## config.mk

```make
export PLATFORM = sky130hd
export DESIGN_NAME = stpg_port_gate
export DESIGN_NICKNAME = d
export VERILOG_FILES = /design/src/stpg_pkg.sv /design/src/stpg_port_gate.sv /design/src/stpg_timer.sv
export SDC_FILE = /design/constraint.sdc
export NUM_CORES = 1
export LEC_CHECK = 0
export ABC_AREA = 1
export BUFFER_PORTS_ARGS = -buffer_cell sky130_fd_sc_hd__buf_2
export CORE_ASPECT_RATIO = 1.75
export CORE_UTILIZATION = 56
export CTS_CLUSTER_DIAMETER = 40
export DETAILED_ROUTE_END_ITERATION = 16
export GPL_ROUTABILITY_DRIVEN = 0
export PLACE_DENSITY = 0.77
export SYNTH_ARGS = -nofsm -noshare
export SYNTH_HDL_FRONTEND = slang
export SYNTH_SLANG_ARGS = --single-unit
```

## constraint.sdc

```tcl
create_clock -name core_clk -period 1.8 [get_ports core_clk]
set_input_delay 0.36 -clock core_clk [delete_from_list [all_inputs] [get_ports core_clk]]
set_output_delay 0.36 -clock core_clk [all_outputs]
set_load 0.05 [all_outputs]
```

## src/stpg_pkg.sv

```systemverilog
// Shared constants and types for the port spanning tree state gate
package stpg_pkg;

    typedef enum logic [2:0] {
        STPG_BLOCKING   = 3'b000,
        STPG_LISTENING  = 3'b001,
        STPG_LEARNING   = 3'b010,
        STPG_FORWARDING = 3'b011,
        STPG_DISABLED   = 3'b100
    } stpg_state_type;

    localparam int unsigned STPG_CLK_HZ          = 200_000_000;
    localparam int unsigned STPG_FWD_DELAY_S     = 15;
    localparam int unsigned STPG_MAX_AGE_S       = 20;
    localparam longint unsigned STPG_FWD_DELAY_CYC = longint'(STPG_FWD_DELAY_S) * STPG_CLK_HZ;
    localparam longint unsigned STPG_MAX_AGE_CYC   = longint'(STPG_MAX_AGE_S) * STPG_CLK_HZ;
    localparam int unsigned STPG_TMR_W           = 33;
    localparam logic [32:0] STPG_TMR_ZERO        = 33'h000000000;
    localparam logic [32:0] STPG_TMR_ONE         = 33'h000000001;

endpackage

```

## src/stpg_port_gate.sv

```systemverilog
// Per-port spanning tree state machine and traffic gate
`timescale 1ns/1ps
module stpg_port_gate
    import stpg_pkg::*;
#(
    parameter longint unsigned FWD_DELAY_CYC = STPG_FWD_DELAY_CYC,
    parameter longint unsigned MAX_AGE_CYC   = STPG_MAX_AGE_CYC
) (
    input  wire logic core_clk,
    input  wire logic rst_b,
    input  wire logic stp_enable,
    input  wire logic port_enable,
    input  wire logic bpdu_exchange,
    input  wire logic superior_bpdu,
    input  wire logic go_blocking,
    input  wire logic go_forward,
    input  wire logic rx_frame_valid,
    input  wire logic rx_frame_is_bpdu,
    input  wire logic rx_frame_is_mgmt,
    input  wire logic fab_frame_valid,
    input  wire logic cpu_bpdu_valid,
    output logic      cpu_bpdu_ready,
    output logic      rx_fwd,
    output logic      rx_drop,
    output logic      fab_tx,
    output logic      fab_drop,
    output logic      learn_en,
    output logic      bpdu_to_cpu,
    output logic      mgmt_to_cpu,
    output logic      bpdu_tx,
    output logic      bpdu_consume,
    output logic [2:0] port_state
);

    stpg_state_type state_reg;
    stpg_state_type state_next;
    logic           fd_load;
    logic           fd_clear;
    logic           fd_expired;
    logic           ma_load;
    logic           ma_expired;
    logic           ma_running_reg;
    logic           ma_running_next;
    logic           rx_fwd_next;
    logic           rx_drop_next;
    logic           fab_tx_next;
    logic           fab_drop_next;
    logic           bpdu_cpu_next;
    logic           mgmt_cpu_next;
    logic           bpdu_tx_next;
    logic           bpdu_cons_next;
    logic           rx_fwd_reg;
    logic           rx_drop_reg;
    logic           fab_tx_reg;
    logic           fab_drop_reg;
    logic           bpdu_cpu_reg;
    logic           mgmt_cpu_reg;
    logic           bpdu_tx_reg;
    logic           bpdu_cons_reg;
    logic           cpu_take;
    logic           rx_data;
    logic           fd_busy;
    logic           fd_busy_reg;
    logic           fd_busy_next;

    // Forward delay timer
    stpg_timer #(.W(STPG_TMR_W)) u_fwd_timer (
        .core_clk (core_clk),
        .rst_b    (rst_b),
        .load     (fd_load),
        .clear    (fd_clear),
        .load_val (STPG_TMR_W'(FWD_DELAY_CYC)),
        .expired  (fd_expired)
    );

    // Max age timer, restarted by each superior BPDU received while blocking
    stpg_timer #(.W(STPG_TMR_W)) u_age_timer (
        .core_clk (core_clk),
        .rst_b    (rst_b),
        .load     (ma_load),
        .clear    (1'b0),
        .load_val (STPG_TMR_W'(MAX_AGE_CYC)),
        .expired  (ma_expired)
    );

    always_comb begin
        state_next      = state_reg;
        fd_load         = 1'b0;
        fd_clear        = 1'b0;
        ma_running_next = ma_running_reg;
        ma_load         = 1'b0;
        if (!port_enable || !stp_enable) begin
            if (!port_enable) begin
                state_next = STPG_DISABLED;
            end else begin
                state_next = STPG_FORWARDING;
            end
            fd_clear = 1'b1;
            // A stale max age watch would keep a re-enabled port blocked for good
            ma_running_next = 1'b0;
        end else begin
            unique case (state_reg)
                STPG_BLOCKING: begin
                    // Superior BPDUs keep the port blocked and restart max age
                    if (superior_bpdu) begin
                        ma_load         = 1'b1;
                        ma_running_next = 1'b1;
                        fd_clear        = 1'b1;
                    end else if (go_forward || (ma_running_reg && ma_expired)) begin
                        state_next      = STPG_LISTENING;
                        ma_running_next = 1'b0;
                        fd_load         = 1'b1;
                    end else if (!bpdu_exchange && !ma_running_reg && fd_expired) begin
                        state_next = STPG_LISTENING;
                        fd_load    = 1'b1;
                    end else if (!bpdu_exchange && !ma_running_reg && !fd_expired) begin
                        fd_load = 1'b0;
                    end
                end
                STPG_LISTENING: begin
                    if (go_blocking) begin
                        state_next = STPG_BLOCKING;
                        fd_clear   = 1'b1;
                    end else if (fd_expired) begin
                        state_next = STPG_LEARNING;
                        fd_load    = 1'b1;
                    end
                end
                STPG_LEARNING: begin
                    if (go_blocking) begin
                        state_next = STPG_BLOCKING;
                        fd_clear   = 1'b1;
                    end else if (fd_expired) begin
                        state_next = STPG_FORWARDING;
                    end
                end
                STPG_FORWARDING: begin
                    if (go_blocking) begin
                        state_next = STPG_BLOCKING;
                        fd_clear   = 1'b1;
                    end
                end
                STPG_DISABLED: begin
                    // Re-enabled port starts over as after boot
                    state_next = STPG_BLOCKING;
                    fd_load    = 1'b1;
                end
                default: begin
                    state_next = STPG_BLOCKING;
                    fd_clear   = 1'b1;
                end
            endcase
        end
        // Blocking with no exchange arms the forward delay once
        if (state_reg == STPG_BLOCKING && state_next == STPG_BLOCKING && port_enable && stp_enable
            && !bpdu_exchange && !ma_running_reg && !superior_bpdu && !fd_expired && !fd_busy) begin
            fd_load = 1'b1;
        end
    end

    // Tracks whether the forward delay is counting in blocking
    assign fd_busy = fd_busy_reg;

    always_comb begin
        fd_busy_next = fd_busy_reg;
        if (fd_clear || fd_expired) begin
            fd_busy_next = 1'b0;
        end
        if (fd_load) begin
            fd_busy_next = 1'b1;
        end
    end

    assign rx_data  = rx_frame_valid && !rx_frame_is_bpdu && !rx_frame_is_mgmt;
    assign cpu_take = (state_reg == STPG_LISTENING) || (state_reg == STPG_LEARNING)
                      || (state_reg == STPG_FORWARDING);

    always_comb begin
        rx_fwd_next    = 1'b0;
        rx_drop_next   = 1'b0;
        fab_tx_next    = 1'b0;
        fab_drop_next  = 1'b0;
        bpdu_cpu_next  = 1'b0;
        bpdu_tx_next   = 1'b0;
        bpdu_cons_next = 1'b0;
        mgmt_cpu_next  = rx_frame_valid && rx_frame_is_mgmt;
        unique case (state_reg)
            STPG_FORWARDING: begin
                rx_fwd_next = rx_data;
                fab_tx_next = fab_frame_valid;
            end
            default: begin
                rx_drop_next  = rx_data;
                fab_drop_next = fab_frame_valid;
            end
        endcase
        if (state_reg != STPG_DISABLED) begin
            bpdu_cpu_next = rx_frame_valid && rx_frame_is_bpdu;
        end
        if (cpu_bpdu_valid && cpu_take) begin
            bpdu_cons_next = (state_reg == STPG_LISTENING);
            bpdu_tx_next   = (state_reg != STPG_LISTENING);
        end
    end

    // Only a processing state takes CPU BPDUs; blocked ones wait
    assign cpu_bpdu_ready = cpu_take;
    assign learn_en = (state_reg == STPG_LEARNING) || (state_reg == STPG_FORWARDING);

    always_ff @(posedge core_clk or negedge rst_b) begin
        if (!rst_b) begin
            state_reg      <= STPG_BLOCKING;
            ma_running_reg <= 1'b0;
            fd_busy_reg    <= 1'b0;
            rx_fwd_reg     <= 1'b0;
            rx_drop_reg    <= 1'b0;
            fab_tx_reg     <= 1'b0;
            fab_drop_reg   <= 1'b0;
            bpdu_cpu_reg   <= 1'b0;
            mgmt_cpu_reg   <= 1'b0;
            bpdu_tx_reg    <= 1'b0;
            bpdu_cons_reg  <= 1'b0;
        end else begin
            state_reg      <= state_next;
            ma_running_reg <= ma_running_next;
            fd_busy_reg    <= fd_busy_next;
            rx_fwd_reg     <= rx_fwd_next;
            rx_drop_reg    <= rx_drop_next;
            fab_tx_reg     <= fab_tx_next;
            fab_drop_reg   <= fab_drop_next;
            bpdu_cpu_reg   <= bpdu_cpu_next;
            mgmt_cpu_reg   <= mgmt_cpu_next;
            bpdu_tx_reg    <= bpdu_tx_next;
            bpdu_cons_reg  <= bpdu_cons_next;
        end
    end

    assign rx_fwd       = rx_fwd_reg;
    assign rx_drop      = rx_drop_reg;
    assign fab_tx       = fab_tx_reg;
    assign fab_drop     = fab_drop_reg;
    assign bpdu_to_cpu  = bpdu_cpu_reg;
    assign mgmt_to_cpu  = mgmt_cpu_reg;
    assign bpdu_tx      = bpdu_tx_reg;
    assign bpdu_consume = bpdu_cons_reg;
    assign port_state   = state_reg;

    property p_listen_to_learn;
        @(posedge core_clk) disable iff (!rst_b)
        (state_reg == STPG_LISTENING && fd_expired && !go_blocking && port_enable && stp_enable)
        |=> state_reg == STPG_LEARNING;
    endproperty
    a_listen_to_learn: assert property (p_listen_to_learn) else $error("listening did not advance");

    property p_listen_back;
        @(posedge core_clk) disable iff (!rst_b)
        (state_reg == STPG_LISTENING && go_blocking && port_enable && stp_enable) |=> state_reg == STPG_BLOCKING;
    endproperty
    a_listen_back: assert property (p_listen_back) else $error("listening ignored better port");

    property p_learn_to_fwd;
        @(posedge core_clk) disable iff (!rst_b)
        (state_reg == STPG_LEARNING && fd_expired && !go_blocking && port_enable && stp_enable)
        |=> state_reg == STPG_FORWARDING;
    endproperty
    a_learn_to_fwd: assert property (p_learn_to_fwd) else $error("learning did not advance");

    property p_no_fwd_unless_fwd;
        @(posedge core_clk) disable iff (!rst_b)
        (state_reg != STPG_FORWARDING && rx_frame_valid) |=> !rx_fwd && !fab_tx;
    endproperty
    a_no_fwd_unless_fwd: assert property (p_no_fwd_unless_fwd) else $error("frame forwarded early");

    property p_fwd_passes;
        @(posedge core_clk) disable iff (!rst_b)
        (state_reg == STPG_FORWARDING && fab_frame_valid) |=> fab_tx;
    endproperty
    a_fwd_passes: assert property (p_fwd_passes) else $error("fabric frame lost");

    property p_block_no_tx;
        @(posedge core_clk) disable iff (!rst_b)
        (state_reg == STPG_BLOCKING || state_reg == STPG_DISABLED) |=> !bpdu_tx;
    endproperty
    a_block_no_tx: assert property (p_block_no_tx) else $error("BPDU sent while blocked");

    property p_bpdu_cpu;
        @(posedge core_clk) disable iff (!rst_b)
        (rx_frame_valid && rx_frame_is_bpdu) |=> (bpdu_to_cpu == ($past(state_reg) != STPG_DISABLED));
    endproperty
    a_bpdu_cpu: assert property (p_bpdu_cpu) else $error("BPDU steering wrong");

    property p_mgmt;
        @(posedge core_clk) disable iff (!rst_b)
        (rx_frame_valid && rx_frame_is_mgmt) |=> mgmt_to_cpu;
    endproperty
    a_mgmt: assert property (p_mgmt) else $error("management frame lost");

    property p_learn;
        @(posedge core_clk) disable iff (!rst_b)
        (state_reg == STPG_LEARNING || state_reg == STPG_FORWARDING) |-> learn_en;
    endproperty
    a_learn: assert property (p_learn) else $error("learning off");

endmodule

```

## src/stpg_timer.sv

```systemverilog
// Down counter that pulses once when a loaded count runs out
`timescale 1ns/1ps
module stpg_timer
    import stpg_pkg::*;
#(
    parameter int unsigned W = STPG_TMR_W
) (
    input  wire logic         core_clk,
    input  wire logic         rst_b,
    input  wire logic         load,
    input  wire logic         clear,
    input  wire logic [W-1:0] load_val,
    output logic              expired
);

    logic [W-1:0] cnt_reg;
    logic [W-1:0] cnt_next;
    logic         exp_reg;
    logic         exp_next;

    always_comb begin
        cnt_next = cnt_reg;
        exp_next = 1'b0;
        if (clear) begin
            cnt_next = '0;
        end else if (load) begin
            cnt_next = load_val;
        end else if (cnt_reg != '0) begin
            cnt_next = cnt_reg - W'(1);
            exp_next = (cnt_reg == W'(1));
        end
    end

    always_ff @(posedge core_clk or negedge rst_b) begin
        if (!rst_b) begin
            cnt_reg <= '0;
            exp_reg <= 1'b0;
        end else begin
            cnt_reg <= cnt_next;
            exp_reg <= exp_next;
        end
    end

    assign expired = exp_reg;

endmodule

```

# Word level (Yosys, flattened, before mapping)
# Cells that the tools add are included.
[word_totals]
latchBits = 0
wordCells = 115
input_bits = 13
register_bits = 81
mem_bits_ro = 0
n_memories = 0
ram_bits = 0
[classes]
mul = 0
n_lt_le_gt_ge = 0
shifts = 0
reduce_logical = 42
div = 0
n_eq_ne = 8
mux = 48
n_bitwise = 0
addsub = 2
[op_table]
columns = ["operator", "count"]
rows = [
  ["33-bit two-way mux", 5],
  ["33-bit by 1-bit == test with 1-bit output, second input constant", 2],
  ["33-bit nonzero test", 2],
  ["33-bit by 1-bit subtractor with 33-bit output, second input constant", 2],
  ["1-bit two-way mux", 30],
  ["3-bit two-way mux", 10],
  ["1-bit logical AND", 16],
  ["3-bit case mux with 4 select lines", 1],
  ["1-bit zero test", 9],
  ["3-bit by 2-bit == test with 1-bit output, second input constant", 2],
  ["3-bit zero test", 2],
  ["1-bit logical OR", 6],
  ["1-bit case mux with 3 select lines", 2],
  ["2-bit nonzero test", 3],
  ["3-bit nonzero test", 2],
  ["3-bit by 1-bit == test with 1-bit output, second input constant", 1],
  ["3-bit == test, second input constant", 1],
  ["3-bit by 1-bit inequality test with 1-bit output, second input constant", 1],
  ["3-bit inequality test, second input constant", 1],
  ["3-bit OR reduction", 1],
  ["2-bit AND reduction", 1],
]

# Longest topological paths before layout
[logic_depth]
word_depth = 20
depth_mapped = 12
mapped_depth_nobuf = 11

# Hierarchy
# Synthesis repeated with hierarchy kept, for this count alone.
[hier_totals]
cells_unflattened = 787
hier_area_um2 = 5440.2
[by_module_without_submodules]
columns = ["mod", "area_per_inst_um2", "n_inst", "cells_each", "seq_area_each_um2"]
rows = [
  ["stpg_timer", 2386.0, 2, 350, 850.8],
  ["stpg_port_gate", 668.1, 1, 87, 325.3],
]

# Worst setup path before layout
# OpenSTA, ideal clock, no wires.
[synth_timing]
path_type = "register -> register"
startpoint = "register state_reg[1] (netlist: port_state[1])"
endpoint = "register u_fwd_timer.cnt_reg[21]"
period_less_slack_ps = 2149
setup_ps = 69
setup_slack_ps = -349
path_stages_with_launch = 10
arrival_time_ps = 2081
cell_sequence = "dfrtp_1 nor2_4 nor2_2 a21oi_2 nand2_2 clkinv_2 nand3_4 nor2_4 buf_8 nor2_2"
[synth_between]
elab_chain_cells = 17
[synth_rtl]
columns = ["element", "line", "rtl"]
rows = [
  ["start: declaration", "stpg_port_gate.sv:35", "stpg_state_type state_reg;"],
  ["start signal: assignment", "stpg_port_gate.sv:224", "state_reg <= state_next;"],
  ["3-bit two-way mux", "stpg_port_gate.sv:113", "end else if (!bpdu_exchange && !ma_running_reg && fd_expired) begin"],
  ["3-bit two-way mux", "stpg_port_gate.sv:109", "end else if (go_forward || (ma_running_reg && ma_expired)) begin"],
  ["3-bit two-way mux", "stpg_port_gate.sv:105", "if (superior_bpdu) begin"],
  ["3-bit case mux with 4 select lines", "stpg_port_gate.sv:102", "unique case (state_reg)"],
  ["3-bit two-way mux", "stpg_port_gate.sv:92", "if (!port_enable || !stp_enable) begin"],
  ["3-bit zero test", "stpg_port_gate.sv:155", "if (state_reg == STPG_BLOCKING && state_next == STPG_BLOCKING && port_enable && stp_enable"],
  ["1-bit logical AND (3 in series)", "stpg_port_gate.sv:155", ""],
  ["1-bit logical AND (5 in series)", "stpg_port_gate.sv:156", "&& !bpdu_exchange && !ma_running_reg && !superior_bpdu && !fd_expired && !fd_busy) begin"],
  ["1-bit two-way mux", "stpg_port_gate.sv:155", ""],
  ["33-bit two-way mux", "stpg_timer.sv:26", "end else if (load) begin"],
  ["33-bit two-way mux", "stpg_timer.sv:24", "if (clear) begin"],
  ["end signal: assignment", "stpg_timer.sv:39", "cnt_reg <= cnt_next;"],
  ["end: declaration", "stpg_timer.sv:16", "logic [W-1:0] cnt_reg;"],
]
# Several ways; a longest one is shown, not always the timed one.
# A chain may end at the register's enable or synchronous reset.

# Worst setup path after layout
[layout_timing]
startpoint = "register u_fwd_timer.cnt_reg[0]"
endpoint = "register u_fwd_timer.cnt_reg[1]"
[layout_between]
elab_chain_cells = 4
[layout_rtl]
columns = ["element", "line", "rtl"]
rows = [
  ["33-bit by 1-bit subtractor with 33-bit output", "stpg_timer.sv:29", "cnt_next = cnt_reg - W'(1);"],
  ["33-bit two-way mux", "stpg_timer.sv:28", "end else if (cnt_reg != '0) begin"],
  ["33-bit two-way mux", "stpg_timer.sv:26", ""],
  ["33-bit two-way mux", "stpg_timer.sv:24", ""],
]
# Several ways; a longest one is shown, not always the timed one. The select of a mux whose other input is x is not followed.

==> impl_metrics.json <==
{
  "status": "completed",
  "finClkSkew_ns": 0.005958,
  "yosysWarnings": 0,
  "fp.dieW_um": 73.94,
  "setup_violations": 0,
  "hold_violations": 0,
  "syn2layout_area_growth_pct": 21.84,
  "worstPathRequired_ns": 2.03,
  "port-buffer-count": 25,
  "htree_levels": 3,
  "dp.cells": 876,
  "clk_latency_ns": 0.34,
  "initial_utilization_pct": 58.11,
  "synth_area_um2": 5071,
  "finalWirelength_um": 14450,
  "io_pins": 26,
  "vias_per_cell": 5.448,
  "rsz0062_at_grt": "yes",
  "grt_pass1_wl_um": 22310,
  "fp.dieH_um": 127.9,
  "finalNonFillerCells": 917,
  "grt_pass1_vias": 4977,
  "cts_hold_buf": 0,
  "critPathKind": "reg2reg",
  "critPathLaunchType": "flop",
  "die_area_um2": 9455,
  "hold_class": "in2async",
  "core-area_um2": 8727,
  "preCtsSetupSlack_ns": -0.03078,
  "multi_input_area_um2": 2775,
  "synth_area_per_cell_um2": 7.073,
  "hold_ws_ns": 0.03232,
  "cts_buffers": 9,
  "syn-num-nets": 734,
  "placementRows": 45,
  "dr.first_iter.drc_count": 331,
  "dp_hpwl_um": 10230,
  "regArea_um2": 2031,
  "cts_buffer_depth": 2,
  "final_nets": 812,
  "antenna_left": 0,
  "critPathCaptureType": "flop",
  "grt.total_usage_pct": 31.42,
  "cts_tree": "done",
  "slew_viol_final": 0,
  "power_density_nw_per_um2": 1564,
  "grt_max_degree": 82,
  "max_freq_ghz": 0.5561,
  "power_leakage_nw": 3.155,
  "setup_tns_ns": 0,
  "post-route-period-util_pct": 99.90,
  "fin_crit_ns": 1.798,
  "layout_setup_ws_ns": 0.001847,
  "nFillCells": 687,
  "worst_pin_slew_ns": 0.4478,
  "drc_errors": 0,
  "antenna_cells": 0,
  "dr_total_vias": 4996,
  "root_buffer": "clkbuf_16",
  "cp_max_fo": 5,
  "drive_above_1_share_pct": 22.63,
  "antenna_found_initial": 0,
  "ys_seq_elements": 81,
  "r2r_setup_slack_ns": 0.002,
  "grt_remaining_overflow": 0,
  "wl_per_cell_um": 15.75,
  "maxSlewHeadroom_pct": 70.15,
  "yosysUniqueCellTypes": 40,
  "cts_sinks": 81,
  "maxCapViolations": 0,
  "utilization_pct": 70.80,
  "clk_pin_slew_ns": 0.06,
  "syn_inst": 717,
  "critPathArrivalTime_ns": 2.03,
  "ys_seq_area_share_pct": 39.97,
  "first_pass_iters": 5,
  "vdd_ir_drop_max_mv": 0.9226
}
-- worst max-delay path, cell delays in order, from the launching register on --
cell,delay [ns]
dfrtp_1,0.41
inv_2,0.11
ha_4,0.17
nand2_1,0.07
nor2_2,0.13
nand3_2,0.12
nor2_4,0.24
buf_4,0.17
a21oi_1,0.07
o21a_1,0.20
-- Yosys cell counts (all sizes together) --
cell    count  area share [%]
and2        1            0.12
o211ai      1            0.15
nor3       18             1.8
a21oi      13             1.4
nand2     178              14
clkinv      1           0.099
dfrtp      81              40
or3b        1            0.17
ha          4            0.99
nand3b     11             1.6
a21o        1            0.15
or2         3            0.37
xnor2      10             1.7
a31o        1            0.17
xor2       12             2.1
buf         7             1.4
nand4      23             2.8
clkbuf      3            0.25
o22ai       1            0.12
o21a        1            0.15
nand3      53             6.2
o21bai      3            0.52
o21ai      17             1.7
nor4        1            0.12
inv        91             6.7
nor2      181              15
-- layout by cell type, fill, tap and decap left out, drive strengths merged --
cell,n
a21o,1
a21oi,13
a31o,1
and2,1
buf,76
bufinv,1
clkbuf,10
clkinv,4
clkinvlp,2
dfrtp,81
ha,4
inv,91
nand2,179
nand3,53
nand3b,11
nand4,23
nor2,181
nor3,18
nor4,1
o211ai,1
o21a,1
o21ai,17
o21bai,3
o22ai,1
or2,3
or3b,1
xnor2,10
xor2,12
-- repair_timing --
| item | CTS | global route |
|---|---|---|
| gates resized for setup | 1 | 43 |
| buffers inserted | 0 | 24 |
| pin swaps | 1 | 15 |
| cloned | 0 | 1 |
| endpoints found under the setup margin | 7 | 66 |
-- worst paths after layout --
kind	startpoint	endpoint	cells past startpoint
max in group asynchronous	rst_b	u_fwd_timer.cnt_reg[24]$_DFFE_PN0P_	2
min reg2reg	u_age_timer.cnt_reg[0]$_DFFE_PN0P_	u_age_timer.cnt_reg[0]$_DFFE_PN0P_	1
max reg2reg	u_fwd_timer.cnt_reg[0]$_DFFE_PN0P_	u_fwd_timer.cnt_reg[1]$_DFFE_PN0P_	9
min	rst_b	u_fwd_timer.cnt_reg[27]$_DFFE_PN0P_	2
min in group core_clk	rx_frame_is_mgmt	mgmt_to_cpu$_DFF_PN0_	3
max	u_fwd_timer.cnt_reg[0]$_DFFE_PN0P_	u_fwd_timer.cnt_reg[1]$_DFFE_PN0P_	9
-- routing by layer --
| metal | vias up | GRT usage, % | wire length (µm) |
|---|---|---|---|
| met5 | - | 0 | 0 |
| met4 | 0 | 26.13 | 1089 |
| met3 | 73 | 5.896 | 439 |
| met2 | 164 | 58.93 | 8046 |
| met1 | 2341 | 26.81 | 4871 |
| li1 | 2418 | - | - |
-- report_power, final --
part / internal (mW) / switching, mW
combinational: 2.04 / 3.26
sequential: 2.14 / 0.350
clock: 1.11 / 0.763
-- cell type report --
type / count / area share, %
clock buffer: 10 / 3.868
clock inverter: 6 / 1.094
inverter: 92 / 5.610
multi-input combinational: 535 / 44.92
sequential: 81 / 32.87
tap: 117 / 2.369
timing repair buffer: 76 / 9.275
-- through the flow --
stage / total power [mW] / instance area, µm²
floorplan: 5.825 / 5087
CTS: 9.055 / 5829
global placement: 6.970 / 5520
global route: 10.38 / 6178
finish: 9.665 / 6178
detailed placement: 7.109 / 5520
-- cell families after synthesis --
family,Yosys count,share of synthesized area [%]
AO/OA/AOI/OAI,38,4.367
AND/OR/NAND/NOR,470,42.44
adder cells (fa/ha/maj),4,0.9870
XOR/XNOR,22,3.800
buffers and inverters,102,8.438
flip-flops,81,39.97
(Power assumes the default switching activity.)
